### config.mk
export PLATFORM = sky130hd
export DESIGN_NAME = iscp_top
export DESIGN_NICKNAME = d
export VERILOG_FILES = /design/src/design/iscp_pkg.sv /design/src/design/iscp_sync.sv /design/src/design/iscp_buffered_clock_output.sv /design/src/design/iscp_top.sv
export SDC_FILE = /design/constraint.sdc
export NUM_CORES = 1
export LEC_CHECK = 0
export BUFFER_PORTS_ARGS = -buffer_cell sky130_fd_sc_hd__buf_2
export CORE_AREA = 2 2 184 168
export CTS_CLUSTER_DIAMETER = 30
export DETAILED_ROUTE_END_ITERATION = 12
export DIE_AREA = 0 0 186 170
export PLACE_DENSITY_LB_ADDON = 0.1
export SYNTH_ARGS = -nofsm -noshare
export SYNTH_HDL_FRONTEND = slang
export SYNTH_SLANG_ARGS = --single-unit
### constraint.sdc
create_clock -name clk -period 9.55 [get_ports clk]
set_clock_uncertainty 0.05 [all_clocks]
set_input_delay 0.4775 -clock clk [delete_from_list [all_inputs] [get_ports clk]]
set_output_delay 0.4775 -clock clk [all_outputs]
set_load 0.005 [all_outputs]
### src/design/iscp_pkg.sv
// constants for the serial configuration port
package iscp_pkg;
  // ----------------------------------------
  // addressing
  // ----------------------------------------
  localparam logic [6:0] ISCP_TARGET_ADDR = 7'h69;
  localparam int ISCP_REG_COUNT = 32;
  localparam logic [7:0] ISCP_IDX_CLOCK_OUT_CONFIG = 8'h01;
  localparam logic [7:0] ISCP_IDX_SYNTH_DIVIDER_CONFIG = 8'h08;
  localparam logic [7:0] ISCP_IDX_CARRIER_WORD_A_WORD_HIGH = 8'h0b;
  localparam logic [7:0] ISCP_IDX_CARRIER_WORD_A_WORD_MID = 8'h0c;
  localparam logic [7:0] ISCP_IDX_CARRIER_WORD_A_WORD_LOW = 8'h0d;
  localparam logic [7:0] ISCP_IDX_TX_DATA = 8'h13;
  // ----------------------------------------
  // fields and reset values
  // ----------------------------------------
  localparam int ISCP_CLK_DELAY_MSB = 7;
  localparam int ISCP_CLK_DELAY_LSB = 6;
  localparam logic [7:0] ISCP_CLOCK_OUT_CONFIG_RST = 8'h80;
  localparam logic [7:0] ISCP_SYNTH_DIVIDER_CONFIG_RST = 8'h00;
  localparam int ISCP_FRAC_BIT = 7;
  localparam int ISCP_DIV_MSB = 1;
  localparam int ISCP_DIV_LSB = 0;
  localparam logic [1:0] ISCP_DIV_NORMAL = 2'h0;
  localparam logic [1:0] ISCP_DIV_LPN_860 = 2'h1;
  localparam logic [1:0] ISCP_DIV_LPN_425 = 2'h2;
  localparam logic [1:0] ISCP_DIV_LPN_286 = 2'h3;
  // ----------------------------------------
  // timing
  // ----------------------------------------
  localparam int ISCP_CLK_HZ = 100_000_000;
  localparam int ISCP_BUFFERED_CLOCK_OUTPUT_HZ = 800_000;
  localparam int ISCP_BUFFERED_CLOCK_OUTPUT_HALF = ISCP_CLK_HZ / (2 * ISCP_BUFFERED_CLOCK_OUTPUT_HZ);
  localparam int ISCP_SCL_MAX_HZ = 1_000_000;
endpackage

### src/design/iscp_sync.sv
// two-flop synchroniser for an input from outside the clock domain
`timescale 1ns/10ps
`default_nettype none
module iscp_sync
  import iscp_pkg::*;
(
  // clock and reset
  input wire logic clk,
  input wire logic rst,
  // level in and out
  input wire logic din,
  output logic dout
);
  logic meta_ff;
  logic sync_ff;

  always_ff @(posedge clk or posedge rst)
  begin
    if (rst)
    begin
      meta_ff <= 1'b1;
      sync_ff <= 1'b1;
    end
    else
    begin
      meta_ff <= din;
      sync_ff <= meta_ff;
    end
  end

  assign dout = sync_ff;
endmodule
`default_nettype wire

### src/design/iscp_buffered_clock_output.sv
// 800 khz buffered clock generator for preset mode
`timescale 1ns/10ps
`default_nettype none
module iscp_buffered_clock_output
  import iscp_pkg::*;
#(
  parameter int HALF = ISCP_BUFFERED_CLOCK_OUTPUT_HALF
)
(
  // clock and reset
  input wire logic clk,
  input wire logic rst,
  // control
  input wire logic run,
  // output
  output logic clk_out
);
  logic [7:0] cnt_ff;
  logic clk_out_ff;

  always_ff @(posedge clk or posedge rst)
  begin
    if (rst)
    begin
      cnt_ff <= 8'h00;
      clk_out_ff <= 1'b0;
    end
    else if (!run)
    begin
      cnt_ff <= 8'h00;
      clk_out_ff <= 1'b0;
    end
    else if (cnt_ff == 8'(HALF - 1))
    begin
      cnt_ff <= 8'h00;
      clk_out_ff <= ~clk_out_ff;
    end
    else
    begin
      cnt_ff <= cnt_ff + 8'h01;
    end
  end

  assign clk_out = clk_out_ff;
endmodule
`default_nettype wire

### src/design/iscp_top.sv
// serial target port with synthesizer configuration registers
// Operation
// - port active only with both selects grounded
// - controller clocks transfers up to 1MHz
// - nine clocks per byte, eight data plus ack
// - data change while clock high is control
// - detect start and stop conditions
// - ack holds data low through ninth pulse
// - nack leaves data released in ninth pulse
// - fixed address, d2 write, d3 read
// - watch start plus address, ack on match
// - write sends index then data, each acked
// - index increments, write open until stop
// - read after index write and repeated start
// - controller ack continues read, nack ends
// - divider codes for normal and low noise
// - fractional bit clear selects integer-n
// - 24-bit fractional divider ratio 11 to 72
// - preset mode drives 800kHz clock output
// - delay field defaults 2, preset only
// - idle bus lines both released high
// - no index advance at transmit data register on writes; reads still advance past it
// - refuse programming in standby, wake on address
`timescale 1ns/10ps
`default_nettype none
module iscp_top
  import iscp_pkg::*;
(
  // clock and reset
  input wire logic clk,
  input wire logic rst,
  // configuration select pins
  input wire logic config_select_a,
  input wire logic config_select_b,
  // serial clock pin, also the preset clock output
  input wire logic scl_in,
  output logic scl_out,
  output logic scl_oe,
  // serial data pin
  input wire logic sda_in,
  output logic sda_out,
  output logic sda_oe,
  // power state from the device core
  input wire logic low_power,
  output logic wake_pulse,
  // synthesizer configuration
  output logic [23:0] carrier_word_a,
  output logic [1:0] osc_divider_select,
  output logic fractional_synth_enable,
  output logic [1:0] clock_output_delay,
  // transmit data register strobe
  output logic tx_data_valid,
  output logic [7:0] tx_data
);
  // ----------------------------------------
  // input synchronisers
  // ----------------------------------------
  logic scl_s;
  logic sda_s;
  logic sel_a_s;
  logic sel_b_s;

  // 100 MHz sampling leaves margin for a 1 MHz bus clock
  iscp_sync u_sync_scl (.clk(clk), .rst(rst), .din(scl_in), .dout(scl_s));
  iscp_sync u_sync_sda (.clk(clk), .rst(rst), .din(sda_in), .dout(sda_s));
  iscp_sync u_sync_sa (.clk(clk), .rst(rst), .din(config_select_a),
    .dout(sel_a_s));
  iscp_sync u_sync_sb (.clk(clk), .rst(rst), .din(config_select_b),
    .dout(sel_b_s));

  logic prog_mode;
  assign prog_mode = !sel_a_s && !sel_b_s;

  logic scl_d_ff;
  logic sda_d_ff;
  always_ff @(posedge clk or posedge rst)
  begin
    if (rst)
    begin
      scl_d_ff <= 1'b1;
      sda_d_ff <= 1'b1;
    end
    else
    begin
      scl_d_ff <= scl_s;
      sda_d_ff <= sda_s;
    end
  end

  logic scl_rise;
  logic scl_fall;
  logic start_det;
  logic stop_det;
  assign scl_rise = prog_mode && scl_s && !scl_d_ff;
  assign scl_fall = prog_mode && !scl_s && scl_d_ff;
  // sda moving while scl high is control, never data
  assign start_det = prog_mode && scl_s && scl_d_ff && sda_d_ff && !sda_s;
  assign stop_det = prog_mode && scl_s && scl_d_ff && !sda_d_ff && sda_s;

  // ----------------------------------------
  // protocol state machine
  // ----------------------------------------
  typedef enum logic [5:0] {
    ST_IDLE = 6'b000001,
    ST_RECV = 6'b000010,
    ST_ACK = 6'b000100,
    ST_SEND = 6'b001000,
    ST_RACK = 6'b010000,
    ST_WAIT = 6'b100000
  } iscp_state_t;

  typedef enum logic [2:0] {
    PH_ADDR = 3'b001,
    PH_INDEX = 3'b010,
    PH_DATA = 3'b100
  } iscp_phase_t;

  iscp_state_t state_ff;
  iscp_phase_t phase_ff;
  logic [3:0] bit_cnt_ff;
  logic [7:0] shift_ff;
  logic [7:0] index_ff;
  logic read_ff;
  logic ack_drive_ff;
  logic send_drive_ff;
  logic [7:0] regs_ff [ISCP_REG_COUNT];

  logic [7:0] rx_byte;
  logic addr_match;
  logic index_ok;
  logic [7:0] rd_byte;
  // the shifter already holds all eight bits by the eighth fall
  assign rx_byte = shift_ff;
  assign addr_match = rx_byte[7:1] == ISCP_TARGET_ADDR;
  assign index_ok = index_ff < 8'(ISCP_REG_COUNT);
  assign rd_byte = index_ok ? regs_ff[index_ff[4:0]] : 8'h00;

  always_ff @(posedge clk or posedge rst)
  begin
    if (rst)
    begin
      state_ff <= ST_IDLE;
    end
    else if (!prog_mode || stop_det)
    begin
      state_ff <= ST_IDLE;
    end
    else if (start_det)
    begin
      state_ff <= ST_RECV;
    end
    else
    begin
      unique case (state_ff)
        ST_IDLE: state_ff <= ST_IDLE;
        ST_RECV:
        begin
          if (scl_fall && bit_cnt_ff == 4'd8)
          begin
            // foreign address is ignored until the next start
            if (phase_ff == PH_ADDR && !addr_match)
              state_ff <= ST_WAIT;
            else if (phase_ff != PH_ADDR && low_power)
              state_ff <= ST_WAIT;
            else
              state_ff <= ST_ACK;
          end
        end
        ST_ACK:
        begin
          if (scl_fall)
            state_ff <= read_ff ? ST_SEND : ST_RECV;
        end
        ST_SEND:
        begin
          // eighth data fall: release sda before the ack clock rises
          if (scl_fall && bit_cnt_ff == 4'd7)
            state_ff <= ST_RACK;
        end
        ST_RACK:
        begin
          // a nack stops the data; the port then waits for a stop or a new start
          if (scl_rise)
            state_ff <= sda_s ? ST_WAIT : ST_RACK;
          else if (scl_fall)
            state_ff <= ST_SEND;
        end
        ST_WAIT: state_ff <= ST_WAIT;
        default: state_ff <= ST_IDLE;
      endcase
    end
  end

  // address/index/data phase tracking
  always_ff @(posedge clk or posedge rst)
  begin
    if (rst)
    begin
      phase_ff <= PH_ADDR;
      read_ff <= 1'b0;
    end
    else if (start_det || !prog_mode)
    begin
      phase_ff <= PH_ADDR;
      read_ff <= 1'b0;
    end
    else if (state_ff == ST_ACK && scl_fall)
    begin
      if (phase_ff == PH_ADDR)
        phase_ff <= read_ff ? PH_DATA : PH_INDEX;
      else
        phase_ff <= PH_DATA;
    end
    else if (state_ff == ST_RECV && scl_fall && bit_cnt_ff == 4'd8
             && phase_ff == PH_ADDR)
    begin
      read_ff <= rx_byte[0];
    end
  end

  // bit counter and shifter; sample on rise, shift out on fall
  always_ff @(posedge clk or posedge rst)
  begin
    if (rst)
    begin
      bit_cnt_ff <= 4'd0;
      shift_ff <= 8'h00;
    end
    else if (start_det)
    begin
      bit_cnt_ff <= 4'd0;
    end
    else if (state_ff == ST_RECV && scl_rise)
    begin
      shift_ff <= {shift_ff[6:0], sda_s};
      bit_cnt_ff <= bit_cnt_ff + 4'd1;
    end
    else if (state_ff == ST_RECV && scl_fall && bit_cnt_ff == 4'd8)
    begin
      bit_cnt_ff <= 4'd0;
    end
    else if ((state_ff == ST_ACK || state_ff == ST_RACK) && scl_fall)
    begin
      // load next byte msb first for a read
      shift_ff <= rd_byte;
      bit_cnt_ff <= 4'd0;
    end
    else if (state_ff == ST_SEND && scl_fall)
    begin
      shift_ff <= {shift_ff[6:0], 1'b0};
      bit_cnt_ff <= bit_cnt_ff + 4'd1;
    end
  end

  // ----------------------------------------
  // register index and write path
  // ----------------------------------------
  logic wr_hit;
  assign wr_hit = state_ff == ST_RECV && scl_fall && bit_cnt_ff == 4'd8
                  && phase_ff == PH_DATA && !low_power;

  always_ff @(posedge clk or posedge rst)
  begin
    if (rst)
    begin
      index_ff <= 8'h00;
    end
    else if (state_ff == ST_RECV && scl_fall && bit_cnt_ff == 4'd8
             && phase_ff == PH_INDEX && !low_power)
    begin
      index_ff <= rx_byte;
    end
    else if (wr_hit && index_ff != ISCP_IDX_TX_DATA)
    begin
      index_ff <= index_ff + 8'h01;
    end
    else if (state_ff == ST_RACK && scl_rise && !sda_s)
    begin
      index_ff <= index_ff + 8'h01;
    end
  end

  always_ff @(posedge clk or posedge rst)
  begin
    if (rst)
    begin
      for (int i = 0; i < ISCP_REG_COUNT; i++)
        regs_ff[i] <= 8'h00;
      regs_ff[ISCP_IDX_CLOCK_OUT_CONFIG[4:0]] <= ISCP_CLOCK_OUT_CONFIG_RST;
      regs_ff[ISCP_IDX_SYNTH_DIVIDER_CONFIG[4:0]] <=
        ISCP_SYNTH_DIVIDER_CONFIG_RST;
    end
    else if (wr_hit && index_ok)
    begin
      regs_ff[index_ff[4:0]] <= rx_byte;
    end
  end

  always_ff @(posedge clk or posedge rst)
  begin
    if (rst)
    begin
      tx_data_valid <= 1'b0;
      tx_data <= 8'h00;
    end
    else
    begin
      tx_data_valid <= wr_hit && index_ff == ISCP_IDX_TX_DATA;
      if (wr_hit && index_ff == ISCP_IDX_TX_DATA)
        tx_data <= rx_byte;
    end
  end

  // address recognition wakes the core
  always_ff @(posedge clk or posedge rst)
  begin
    if (rst)
      wake_pulse <= 1'b0;
    else
      wake_pulse <= state_ff == ST_RECV && scl_fall && bit_cnt_ff == 4'd8
                    && phase_ff == PH_ADDR && addr_match;
  end

  // ----------------------------------------
  // synthesizer fields
  // ----------------------------------------
  // the word is taken as written; odd values are left to software
  assign carrier_word_a = {regs_ff[ISCP_IDX_CARRIER_WORD_A_WORD_HIGH[4:0]],
                           regs_ff[ISCP_IDX_CARRIER_WORD_A_WORD_MID[4:0]],
                           regs_ff[ISCP_IDX_CARRIER_WORD_A_WORD_LOW[4:0]]};
  assign osc_divider_select = regs_ff[ISCP_IDX_SYNTH_DIVIDER_CONFIG[4:0]]
                              [ISCP_DIV_MSB:ISCP_DIV_LSB];
  assign fractional_synth_enable =
    regs_ff[ISCP_IDX_SYNTH_DIVIDER_CONFIG[4:0]][ISCP_FRAC_BIT];
  // delay only reaches the core in preset mode
  assign clock_output_delay = prog_mode ? 2'h0 :
    regs_ff[ISCP_IDX_CLOCK_OUT_CONFIG[4:0]]
    [ISCP_CLK_DELAY_MSB:ISCP_CLK_DELAY_LSB];

  // ----------------------------------------
  // pin drivers
  // ----------------------------------------
  logic clk_out;
  iscp_buffered_clock_output u_buffered_clock_output (.clk(clk), .rst(rst), .run(!prog_mode),
    .clk_out(clk_out));
  assign scl_out = clk_out;
  assign scl_oe = !prog_mode;

  // drive changes only after scl fell, so data is stable while high
  always_ff @(posedge clk or posedge rst)
  begin
    if (rst)
    begin
      ack_drive_ff <= 1'b0;
      send_drive_ff <= 1'b0;
    end
    else
    begin
      ack_drive_ff <= state_ff == ST_ACK && prog_mode && !stop_det;
      send_drive_ff <= state_ff == ST_SEND && !shift_ff[7]
                       && prog_mode && !stop_det;
    end
  end

  assign sda_out = 1'b0;
  // released in idle, wait and nack slots
  assign sda_oe = ack_drive_ff || send_drive_ff;

  // ----------------------------------------
  // checks
  // ----------------------------------------
  preset_clk_a: assert property (@(posedge clk) disable iff (rst)
    !prog_mode |-> scl_oe && !sda_oe)
    else $error("pins misdriven in preset mode");
  idle_release_a: assert property (@(posedge clk) disable iff (rst)
    state_ff == ST_IDLE |=> !sda_oe)
    else $error("sda driven while idle");
  ack_hold_a: assert property (@(posedge clk) disable iff (rst)
    state_ff == ST_ACK && $past(state_ff == ST_ACK) && prog_mode
    && !stop_det |=> sda_oe)
    else $error("ack not held");
  foreign_addr_a: assert property (@(posedge clk) disable iff (rst)
    state_ff == ST_RECV && scl_fall && bit_cnt_ff == 4'd8
    && phase_ff == PH_ADDR && !addr_match && !start_det && !stop_det
    |=> state_ff == ST_WAIT)
    else $error("foreign address accepted");
  stop_idle_a: assert property (@(posedge clk) disable iff (rst)
    stop_det |=> state_ff == ST_IDLE)
    else $error("stop not seen");
  start_recv_a: assert property (@(posedge clk) disable iff (rst)
    start_det && !stop_det |=> state_ff == ST_RECV && bit_cnt_ff == 4'd0)
    else $error("start not seen");
  tx_hold_a: assert property (@(posedge clk) disable iff (rst)
    wr_hit && index_ff == ISCP_IDX_TX_DATA |=> index_ff == ISCP_IDX_TX_DATA)
    else $error("index moved past tx data");
  incr_a: assert property (@(posedge clk) disable iff (rst)
    wr_hit && index_ff != ISCP_IDX_TX_DATA
    |=> index_ff == $past(index_ff) + 8'h01)
    else $error("index did not advance");
  nine_clk_a: assert property (@(posedge clk) disable iff (rst)
    bit_cnt_ff <= 4'd8)
    else $error("bit count beyond nine clocks");
  delay_prog_a: assert property (@(posedge clk) disable iff (rst)
    prog_mode |-> clock_output_delay == 2'h0)
    else $error("delay leaks into programming mode");
  cov_write_c: cover property (@(posedge clk) disable iff (rst) wr_hit);
  cov_read_c: cover property (@(posedge clk) disable iff (rst)
    state_ff == ST_RACK && scl_rise && !sda_s);
  cov_nack_c: cover property (@(posedge clk) disable iff (rst)
    state_ff == ST_RACK && scl_rise && sda_s);
  cov_foreign_c: cover property (@(posedge clk) disable iff (rst)
    state_ff == ST_WAIT);
endmodule
`default_nettype wire

==> impl_results.md <==
* Register area share after synthesis at 0.5293
* Input/output buffers at 48
* Number of enable flip-flop cells after synthesis at 0
* Post-synthesis instance area at 0.01502 mm²
* Top FF cell, synth: dfrtp_1
* Ratio of cells with drive above 1 in the final layout at 0.3639
* Initial drt markers at 683
* Max-slew violation count at 0
* Die ar. at 0.03162 mm²
* Initial Util at 0.5064
* Antenna viol nets, final at 0
* Crit path max fanout at 51
* PwrDens at around 220 mW/mm²
* CP required at roughly 9900 ps
* Worst-margin pin slew at roughly 1100 ps
* Most frequent cells in the layout: 303 x dfrtp_1, 246 x mux2_2, 132 x mux2i_1
* Fin Hold WS at 5.055 ps
* P_leak at between 8 and 9 nW
* Net Count, Synth at 1,199
* CTS Buf Count at between 70 and 80
* WL final at 39,460 µm
* Initial antenna violation count at 0
* Vias post-DR at 9,837
* Clk_lat worst skew at 570 ps
* Final worst-path cycle share at 0.3724
* Final Hold Vio Count at 0
* DP HPWL at 24,560 µm
* Synthesized flop and latch total at 317
* Vias per Instance at 5.862
* Clock sinks at 317
* TritonCTS clock tree: yes
* Routed length per placed instance at 23.51 µm
* Leading area contributor after synthesis: dfrtp_1
* Total power at 3.919 mW
* Largest net degree at the start of global routing at 119
* VDD IR-drop max at 0.1612 mV
* Yosys warns at 0
* P&R area growth vs syn at 19.34%
* Num rows at 60
* Setup violations, final at 0
* TNS Setup at 0 ps
* Nets at between 1,000 and 1,500
* Count of cell types in the netlist at 66
* Worst Setup Start Kind: flip-flop
* Hold Crit Class: input pin to async pin
* Area contributors post-synth: dfrtp_1 51%, mux2_2 18%, mux2i_1 8.8%
* Worst rel slew slack at 0.2500
* Cts hold-fix bufs at 4
* Die width at 186 µm
* DRC Markers at 0
* N_diodes at 0
* CTS resizes at 0
* Number of detailed-route iterations in the first pass at 5
* FMAX at 0.2812 GHz
* Ys async rst share at 1.000
* CP Class: flip-flop to flip-flop
* Vias in the first global route at 10,210
* # IOs at 50
* CP arrival at 3940 ps
* Max Buffers Root-to-Sink at 3
* Status: finished, final reports clean
* GRT Overall Usage at 0.2607
* Root Buffer: clkbuf_16
* Core Area at ~0.03 mm²
* Synthesized area per cell at around 13 µm²
* Worst-path clk slew at approximately 40 ps
* H-tree levels at 3
* First-pass GRT wire length at 61,480 µm
* Tmin final at 3556 ps
* Mapped Cells at 1,184
* Most common cell after layout, fill and taps aside: dfrtp_1
* RSZ-0062 raised after global routing: false
* GP Congestion at slightly below 0.9
* Post-CTS setup buffers at 0
* Synth top area share at 0.5066
* Max cap viols at 0
* Die Span Y at 170 µm
* Endpoint class of the critical path: flip-flop
* GRT overflow at 0
==> critical path, stage by stage (launching register included) <==
cell	delay, ps
dfrtp_4	830
buf_4	850
ha_1	290
inv_1	80
nor3_4	510
nand2_1	410
mux2_2	380
==> cell usage after synthesis, types with 3 or more instances <==
library cell  instances
buf_1                15
mux2i_1             132
nand4b_1              5
inv_1                15
o22ai_1              64
or4b_2                4
nor4bb_1              3
o21ai_0              13
nand3_1              19
o221ai_1              8
nor3_4                3
nor2_1               46
a31oi_1               6
clkbuf_1             57
xnor2_1               4
dfstp_2              13
buf_4                27
xor2_1                6
nand4_1               4
a21oi_1               7
or3_1                 7
nor3b_1               5
nor3_1                3
mux2_1               18
and3_1                3
dfrtp_1             304
nand4bb_1             6
mux2_2              246
nand2_1              59
buf_2                 6
and2_1                6
ha_1                  8
or4_1                19
==> logic make-up (layout without fill, tap and decap cells) <==
kind of cell,after synthesis,in the layout,synth area share
other,1,1,0.0002497
buffers and inverters,120,211,0.03724
AOI/OAI and AO/OA,119,119,0.05232
muxes,396,396,0.2860
adders and majority gates,8,8,0.006666
and+or+nand+nor,213,213,0.08240
DFF,317,317,0.5293
xor gates and xnor gates,10,10,0.005832
==> final timing paths <==
path | start | endpoint | slack [ps] | cells after the start
worst min-delay path | rst | tx_data[1] | 5 | 2
min in group clk | u_sync_sda.meta_ff | u_sync_sda.dout | 300 | 0
worst max register to register | index_ff[1] | regs_ff[45] | 5990 | 6
worst min register to register | u_sync_sda.meta_ff | u_sync_sda.dout | 300 | 0
worst max-delay path | index_ff[1] | regs_ff[45] | 5990 | 6
max in group asynchronous | rst | regs_ff[71] | 7070 | 4
==> per-layer routing <==
metal  GRT usage  vias to the layer above  wire length, µm
met5           0                        -                0
met1      0.3752                     5096            18800
met2      0.3952                      256            17770
li1            -                     4410                -
met3     0.05050                       75             1923
met4     0.09004                        0              967
==> state kept, by name, indices dropped and copies added (netlist names), 2 cells and up <==
| name | count |
|---|---|
| regs_ff | 229 |
| carrier_word_a | 24 |
| index_ff | 8 |
| rx_byte | 8 |
| tx_data | 8 |
| u_buffered_clock_output.cnt_ff | 8 |
| state_ff | 6 |
| bit_cnt_ff | 4 |
| phase_ff | 3 |
| osc_divider_select | 2 |
==> report_power, final <==
part	internal (mW)	total (mW)	switching (mW)
logic	0.0108	0.0470	0.0362
registers	1.36	1.37	0.00890
clock network	1.73	2.51	0.778
total	3.10	3.92	0.823
==> per-stage QoR <==
step,utilization,instance area [µm²],cells,setup slack [ps]
3_5_place_dp,0.5187,15380,1545,6036
5_1_grt,0.6043,17920,1678,5862
4_1_cts,0.6043,17920,1678,6025
3_3_place_gp,0.5187,15380,1545,6028
2_1_floorplan,-,15020,1184,272.8
6_report,0.6043,17920,1678,5994
==> layout make-up <==
| class | count | area, µm² |
|---|---|---|
| fillers | 2366 | 11730 |
| flip-flops and latches | 317 | 7953 |
| multi-input cells | 747 | 6509 |
| clock buffers | 90 | 1968 |
| clock inverters | 39 | 530.5 |
| well taps | 403 | 504.2 |
| repair buffers | 67 | 392.9 |
| inverters | 15 | 63.81 |
No activity file was read; power rests on OpenSTA's default activity.
